<file path="src/logic/nac_params.svh">
// constants for the nonvolatile access control block
// assumes inclusion by logic/nac_top.sv only; logic/nac_pkg.sv does not include it
`ifndef NAC_PARAMS_SVH
`define NAC_PARAMS_SVH
// register offsets (byte addresses, one aligned word each)
`define NAC_OFS_CONTROL 4'h0
`define NAC_OFS_ADDRESS 4'h4
`define NAC_OFS_BYTE 4'h8
`define NAC_OFS_STATUS 4'hC
// control field positions
`define NAC_BIT_READ 0
`define NAC_BIT_STROBE 1
`define NAC_BIT_ARM 2
`define NAC_BIT_RIE 3
// status field positions
`define NAC_BIT_BUSY 0
`define NAC_BIT_SELFPROG 1
`define NAC_BIT_IRQ 2
// timing
`define NAC_ARM_CYCLES 3'h4
`define NAC_WRITE_STALL 3'h2
`define NAC_READ_STALL 3'h4
`define NAC_OSC_CYCLES 14'h2100
`define NAC_MEM_WORDS 512
`endif

</file>
<file path="src/logic/nac_pkg.sv">
// types shared by the nonvolatile access control block
// assumes logic/nac_params.svh is present beside it
`default_nettype none
package nac_pkg;
  typedef enum logic [1:0] {
    NAC_IDLE,
    NAC_WRITING,
    NAC_FINISH
  } nac_state_e;
  typedef logic [8:0] nac_addr_t;
endpackage
`default_nettype wire

</file>
<file path="src/logic/nac_top.sv">
// control logic for byte access to a 512-byte data store, wishbone slave
// assumes one 25 MHz clock, a 1 MHz oscillator tick input synchronous to it,
// and a cpu that honours stall_out
//
// Summary of operation
// - control bits seven to four read zero
// - ready irq needs enable and global enable
// - ready irq is a level while strobe clear
// - write starts if strobe within four cycles
// - strobe without arm is ignored
// - arm clears itself four cycles later
// - no write while flash self-programming
// - strobe clears when write time elapses
// - strobe stalls cpu two cycles
// - read strobe fetches byte immediately
// - read stalls cpu four cycles
// - no read or address change while writing
// - write lasts 8448 oscillator cycles
// - write timed by 1 MHz oscillator
// - write completes through power-down, oscillator on
// - reset does not abort a write
// - nine-bit address, zero to 511
// - byte register holds write and read data
`include "nac_params.svh"
`default_nettype none
module nac_top
  import nac_pkg::*;
(
  input wire logic mclk_in,
  input wire logic rst_n_in,
  input wire logic wb_cyc_in,
  input wire logic wb_stb_in,
  input wire logic wb_we_in,
  input wire logic [3:0] wb_adr_in,
  input wire logic [3:0] wb_sel_in,
  input wire logic [31:0] wb_dat_in,
  output logic [31:0] wb_dat_out,
  output logic wb_ack_out,
  input wire logic osc_tick_in,
  input wire logic global_irq_enable_in,
  input wire logic self_prog_enable_in,
  input wire logic power_down_in,
  output logic ready_irq_out,
  output logic stall_out,
  output logic osc_request_out
);

  // ------------------------------------------------------------------
  // storage and state
  // ------------------------------------------------------------------
  logic [7:0] mem_ff [`NAC_MEM_WORDS];
  // write engine flops start defined at power-up and are never reset
  nac_state_e state_ff = NAC_IDLE;
  nac_state_e nxt_state;
  nac_addr_t addr_ff, nxt_addr;
  logic [7:0] byte_ff, nxt_byte;
  logic rie_ff, nxt_rie;
  logic arm_ff, nxt_arm;
  logic strobe_ff = 1'b0;
  logic nxt_strobe;
  logic [2:0] arm_cnt_ff, nxt_arm_cnt;
  logic [2:0] stall_cnt_ff, nxt_stall_cnt;
  logic [13:0] osc_cnt_ff = 14'h0;
  logic [13:0] nxt_osc_cnt;
  logic ack_ff, nxt_ack;
  logic [31:0] rdat_ff, nxt_rdat;
  logic irq_ff, nxt_irq;
  logic stall_ff, nxt_stall;
  logic oscreq_ff = 1'b0;
  logic nxt_oscreq;
  logic mem_we;
  logic wr_ctl, wr_adr, wr_byte;
  logic busy;

  // decode one offset against the current access, lane 0 must be selected
  function automatic logic hit(input logic [3:0] ofs);
    hit = wb_cyc_in && wb_stb_in && wb_we_in && !ack_ff && wb_sel_in[0]
          && (wb_adr_in == ofs);
  endfunction

  // ------------------------------------------------------------------
  // next-state logic
  // ------------------------------------------------------------------
  // one combinational block keeps every interlock in one place
  always_comb begin
    nxt_state = state_ff;
    nxt_addr = addr_ff;
    nxt_byte = byte_ff;
    nxt_rie = rie_ff;
    nxt_arm = arm_ff;
    nxt_strobe = strobe_ff;
    nxt_arm_cnt = arm_cnt_ff;
    nxt_stall_cnt = (stall_cnt_ff != 3'h0) ? stall_cnt_ff - 3'h1 : 3'h0;
    nxt_osc_cnt = osc_cnt_ff;
    nxt_ack = 1'b0;
    nxt_rdat = rdat_ff;
    mem_we = 1'b0;
    busy = (state_ff != NAC_IDLE);
    wr_ctl = hit(`NAC_OFS_CONTROL);
    wr_adr = hit(`NAC_OFS_ADDRESS);
    wr_byte = hit(`NAC_OFS_BYTE);

    // arm window countdown
    if (arm_ff) begin
      if (arm_cnt_ff == `NAC_ARM_CYCLES - 3'h1) begin
        nxt_arm = 1'b0;
        nxt_arm_cnt = 3'h0;
      end else begin
        nxt_arm_cnt = arm_cnt_ff + 3'h1;
      end
    end

    // data path registers: frozen while a write runs
    if (wr_adr && !busy) begin
      nxt_addr = wb_dat_in[8:0];
    end
    if (wr_byte && !busy) begin
      nxt_byte = wb_dat_in[7:0];
    end

    // control register write
    if (wr_ctl) begin
      nxt_rie = wb_dat_in[`NAC_BIT_RIE];
      if (wb_dat_in[`NAC_BIT_ARM] && !wb_dat_in[`NAC_BIT_STROBE]) begin
        nxt_arm = 1'b1;
        nxt_arm_cnt = 3'h0;
      end
      if (wb_dat_in[`NAC_BIT_STROBE] && arm_ff && !busy
          && !self_prog_enable_in) begin
        nxt_strobe = 1'b1;
        nxt_arm = 1'b0;
        nxt_state = NAC_WRITING;
        nxt_osc_cnt = 14'h0;
        nxt_stall_cnt = `NAC_WRITE_STALL;
      end else if (wb_dat_in[`NAC_BIT_READ] && !busy) begin
        nxt_byte = mem_ff[addr_ff];
        nxt_stall_cnt = `NAC_READ_STALL;
      end
    end

    // write timing on oscillator ticks, reset-proof counter
    case (state_ff)
      NAC_IDLE: begin
      end
      NAC_WRITING: begin
        if (osc_tick_in) begin
          if (osc_cnt_ff == `NAC_OSC_CYCLES - 14'h1) begin
            nxt_state = NAC_FINISH;
          end else begin
            nxt_osc_cnt = osc_cnt_ff + 14'h1;
          end
        end
      end
      NAC_FINISH: begin
        mem_we = 1'b1;
        nxt_strobe = 1'b0;
        nxt_state = NAC_IDLE;
      end
      default: nxt_state = NAC_IDLE;
    endcase

    // bus answer one cycle after the request
    if (wb_cyc_in && wb_stb_in && !ack_ff) begin
      nxt_ack = 1'b1;
      case (wb_adr_in)
        `NAC_OFS_CONTROL: nxt_rdat = {28'h0, rie_ff, arm_ff, strobe_ff, 1'b0};
        `NAC_OFS_ADDRESS: nxt_rdat = {23'h0, addr_ff};
        `NAC_OFS_BYTE: nxt_rdat = {24'h0, byte_ff};
        `NAC_OFS_STATUS: nxt_rdat = {29'h0, irq_ff, self_prog_enable_in, busy};
        default: nxt_rdat = 32'h0;
      endcase
    end

    nxt_irq = rie_ff && global_irq_enable_in && !strobe_ff;
    nxt_stall = (nxt_stall_cnt != 3'h0);
    // oscillator kept on through power-down while writing and after it
    nxt_oscreq = (nxt_state != NAC_IDLE) || (oscreq_ff && power_down_in);
  end

  // ------------------------------------------------------------------
  // registers
  // ------------------------------------------------------------------
  // write engine state ignores reset so a running write finishes
  always_ff @(posedge mclk_in) begin
    state_ff <= nxt_state;
    osc_cnt_ff <= nxt_osc_cnt;
    strobe_ff <= nxt_strobe;
    // oscillator request must survive reset or a running write would starve
    oscreq_ff <= nxt_oscreq;
    addr_ff <= nxt_addr;
    byte_ff <= nxt_byte;
    if (mem_we) begin
      mem_ff[addr_ff] <= byte_ff;
    end
    if (!rst_n_in) begin
      rie_ff <= 1'b0;
      arm_ff <= 1'b0;
      arm_cnt_ff <= 3'h0;
      stall_cnt_ff <= 3'h0;
      ack_ff <= 1'b0;
      rdat_ff <= 32'h0;
      irq_ff <= 1'b0;
      stall_ff <= 1'b0;
    end else begin
      rie_ff <= nxt_rie;
      arm_ff <= nxt_arm;
      arm_cnt_ff <= nxt_arm_cnt;
      stall_cnt_ff <= nxt_stall_cnt;
      ack_ff <= nxt_ack;
      rdat_ff <= nxt_rdat;
      irq_ff <= nxt_irq;
      stall_ff <= nxt_stall;
    end
  end

  assign wb_dat_out = rdat_ff;
  assign wb_ack_out = ack_ff;
  assign ready_irq_out = irq_ff;
  assign stall_out = stall_ff;
  assign osc_request_out = oscreq_ff;

endmodule // nac_top
`default_nettype wire
</file>
<file path="config.mk">
export PLATFORM = sky130hd
export DESIGN_NAME = nac_top
export DESIGN_NICKNAME = d
export VERILOG_FILES = /design/src/logic/nac_pkg.sv /design/src/logic/nac_top.sv
export VERILOG_INCLUDE_DIRS = /design/src /design/src/logic
export SDC_FILE = /design/constraint.sdc
export NUM_CORES = 2
export LEC_CHECK = 0
export ABC_AREA = 1
export BUFFER_PORTS_ARGS = -buffer_cell sky130_fd_sc_hd__buf_2
export CAP_MARGIN = 40
export CORE_MARGIN = 2
export CORE_UTILIZATION = 30
export CTS_CLUSTER_DIAMETER = 30
export DETAILED_ROUTE_END_ITERATION = 8
export HOLD_SLACK_MARGIN = 0.12
export PLACE_DENSITY = 0.54
export SLEW_MARGIN = 20
export SYNTH_ARGS = -nofsm -noshare
export SYNTH_HDL_FRONTEND = slang
export SYNTH_SLANG_ARGS = --single-unit
</file>
<file path="constraint.sdc">
create_clock -name mclk_in -period 14 [get_ports mclk_in]
set_input_delay 2.1 -clock mclk_in [delete_from_list [all_inputs] [get_ports mclk_in]]
set_output_delay 2.1 -clock mclk_in [all_outputs]
set_load 0.1 [all_outputs]
</file>
==> impl_results.md <==
* Post-DP HPWL at 266 mm
* Longest Clk Path Bufs at 4
* Status: completed
* Die ar. at 0.571 mm2
* Hold path start: wb_dat_out[3]$_SDFFE_PN0P_
* 1st-iter DRT viols at 12100
* Placed Area at 0.177 mm2
* CP Class: reg2reg
* Clock-pin slew on the worst setup and hold paths at 0.04 ns
* Slowest Stage Delay on Critical Path at 0.79 ns
* Setup TNS at 0 ns
* Minimum clock period at 6.12 ns
* Worst Hold Class: reg2reg
* Cts bufs inserted at 849
* Grt total ovfl at 0
* FMAX at 163 MHz
* H-tree Lvls at 6
* Total Wirelength at 492 mm
* R2R depth at 19
* Final Core Density at 36.8%
* Die Ht at 756 um
* IO buf count at 35
* Sequential element share of the synthesized area at 73.3%
* Clk_skew at 0.0669 ns
* Final Hold Viols at 0
* Mapped Area at 0.170 mm2
* Fin crit share at 43.7%
* Worst-margin pin slew at 1.23 ns
* Crit end category: flip-flop
* Max-Cap Viols at 0
* Rows at 276
* Most used cell along the critical path: nand3_1
* Hold_buf cts at 0
* Synth Flop Type: edfxtp_1
* Synthesis-to-finish area growth at 22.5%
* CTS root buf: clkbuf_16
* Max FO, Critical Path at 67
* Antenna viol nets, final at 0
* Vias per cell at 4.89
* Post-synthesis async set-or-reset flop share at 0%
* Avg Cell Area, Syn at 11.8 um2
* Routed WL per cell at 21.5 um
* CTS sink count at 4160
* Resize count post-CTS at 0
* EDFF count, synth at 4105
* CTS tree: yes
* Hold path endpoint: wb_dat_out[3]$_SDFFE_PN0P_
* CP required at 14.99 ns
* Crit path max-delay family: buffers and inverters
* Synth top area cells: edfxtp_1 73%, nand3_1 12%, nand2_1 10%
* Synth Instances at 14400
* CP cell instances: buf_4, buf_4, buf_4, buf_4, buf_4, nand2_1, nand3_1, nand3_1, nand3_1, nand3_1, nand2_1, nand2_1, nand3_1, nand2_1, nand2_1, nand3_1, nand3_1, nand2_1, inv_1
* LEAKAGE at 0.0737 uW
* Initial antenna violation count at 23
* WL met2 at 233 mm
* RSZ-0062 raised after global routing: no
* Final setup fails at 0
* Critical-path top delay cell: dfxtp_4
* CP arrival at 7.11 ns
* Initial Util at 30.1%
* DRT Pass-1 Iters at 7
* Skew-Pair Late Insertion Delay at 1.09 ns
* Post-synth cell types at 39
* GP Congestion at 0.817
* Final Max Slew Viols at 0
* Flops & latches, synth at 4160
* Top routing layer in use: met4
* Total number of vias at 112000
* Post-synth top area share at 72.7%
* Final Instance Area at 0.208 mm2
* Pwr dens at 170 mW/mm2
* First-pass GRT wire length at 720 mm
* Layout net count at 14700
* Buf/Inv on CP at 6
* YS warnings at 0
* Met1 wire length at 207 mm
* Worst ir drop on vdd at 134 uV
* Vias in the first global route at 107000
* Core Area at 0.564 mm2
* # IOs at 85
* Total power at 35400 uW
* WL met3 at 34.6 mm
* R2r endpoint: byte_ff[3]$_DFF_P_
* Post-synth top area cell: edfxtp_1
* Die width at 756 um
* Reg-to-reg setup timing slack at 7.88 ns
* Layout cells sized above 1 at 11.7%
* DRC viols at 0
* Largest net degree at the start of global routing at 216
* Hold Path Stages at 2
* Startpoint types: flip-flop
* Max transition margin at 18.0%
* Post-CTS setup buffers at 0
* All-Layer GR Usage at 16.6%
## placed cells by master (no fill, tap or decap), drive strengths merged, types with 5 or more instances in the layout
cell type,synthesis,final
nand2,4524,4524
edfxtp,4105,4105
nand3,3940,3940
clkbuf,191,958
nor2,550,550
buf,822,382
clkinv,3,365
bufinv,0,134
inv,67,106
clkinvlp,0,97
dfxtp,55,55
o21ai,42,42
conb,1,23
a21oi,21,21
nor3,19,19
o211ai,7,7
o22ai,7,7
diode,0,5
## synth_stat cells, types with 8 or more instances
library cell     n
buf_6           46
edfxtp_1      4105
nor2_1         548
nor3_1          17
o21ai_1          8
clkbuf_1       191
buf_4          179
nand3_1       3940
o21ai_0         34
inv_1           60
buf_2          493
nand2_1       4523
a21oi_1         21
buf_1          103
dfxtp_1         55
## cell type report
class / instances / area (um2)
Sequential cell: 4160 / 124000
Tap cell: 7506 / 9390
Antenna cell: 5 / 12.5
Multi-Input combinational cell: 9154 / 39700
Timing Repair Buffer: 382 / 4190
Clock inverter: 632 / 7660
Clock buffer: 958 / 21900
Inverter: 70 / 315
Fill cell: 53900 / 356000
## state kept, by name, summed over array words and instances (netlist names), 2 cells and up, named ones only
register,cells
byte_ff,8
state_ff,2
arm_cnt_ff,3
addr_ff,9
osc_cnt_ff,14
stall_cnt_ff,3
wb_dat_out,9
mem_ff,4096
## where the power goes
| group | internal (uW) | switching, uW | total [uW] |
|---|---|---|---|
| combinational | 131 | 672 | 804 |
| clock | 13700 | 6760 | 20500 |
| sequential | 14100 | 47.0 | 14100 |
## worst min-delay path, stage by stage (launching register included)
cell	delay (ns)
dfxtp_1	0.30
nand2_1	0.06
a21oi_1	0.06
## worst max path at each step
stage                                         to  slack (ns)                from  depth (start not counted)
after detailed placement      byte_ff[6]$_DFF_P_        8.02           flip-flop                         19
after global placement        byte_ff[6]$_DFF_P_        8.01           flip-flop                         19
final                         byte_ff[3]$_DFF_P_        7.88           flip-flop                         19
after CTS                     byte_ff[6]$_DFF_P_        8.02           flip-flop                         19
after floorplan           mem_ff[0][1]$_DFFE_PP_        5.96  byte_ff[1]$_DFF_P_                          0
after global routing          byte_ff[3]$_DFF_P_        7.67           flip-flop                         19
## metal layers
metal,vias up,track usage [%]
li1,51800,-
met1,55100,22.4
met2,4109,26.9
met3,823,2.59
met4,0,6.20
met5,-,0
## kinds of logic after synthesis
logic type      count (synthesis)  share of synthesized area, %
buf+inv                      1083                          3.37
flops                        4160                          73.3
compound gates                 85                         0.280
xor+xnor                        3                        0.0155
mux                             2                        0.0125
fa+ha+maj                       4                        0.0295
other cells                     1                       0.00221
simple gates                 9037                          22.9
## per-stage QoR
stage                     instances  hold WS [ns]  worst slack [ns]
after floorplan               14400         0.440              5.96
after global placement        21100         0.449              8.01
after detailed placement      21200         0.453              8.02
after CTS                     22800         0.463              8.02
after global routing          22900         0.472              7.67
final                         22900         0.463              7.88
Note: power is estimated with default switching activity, not from simulation.
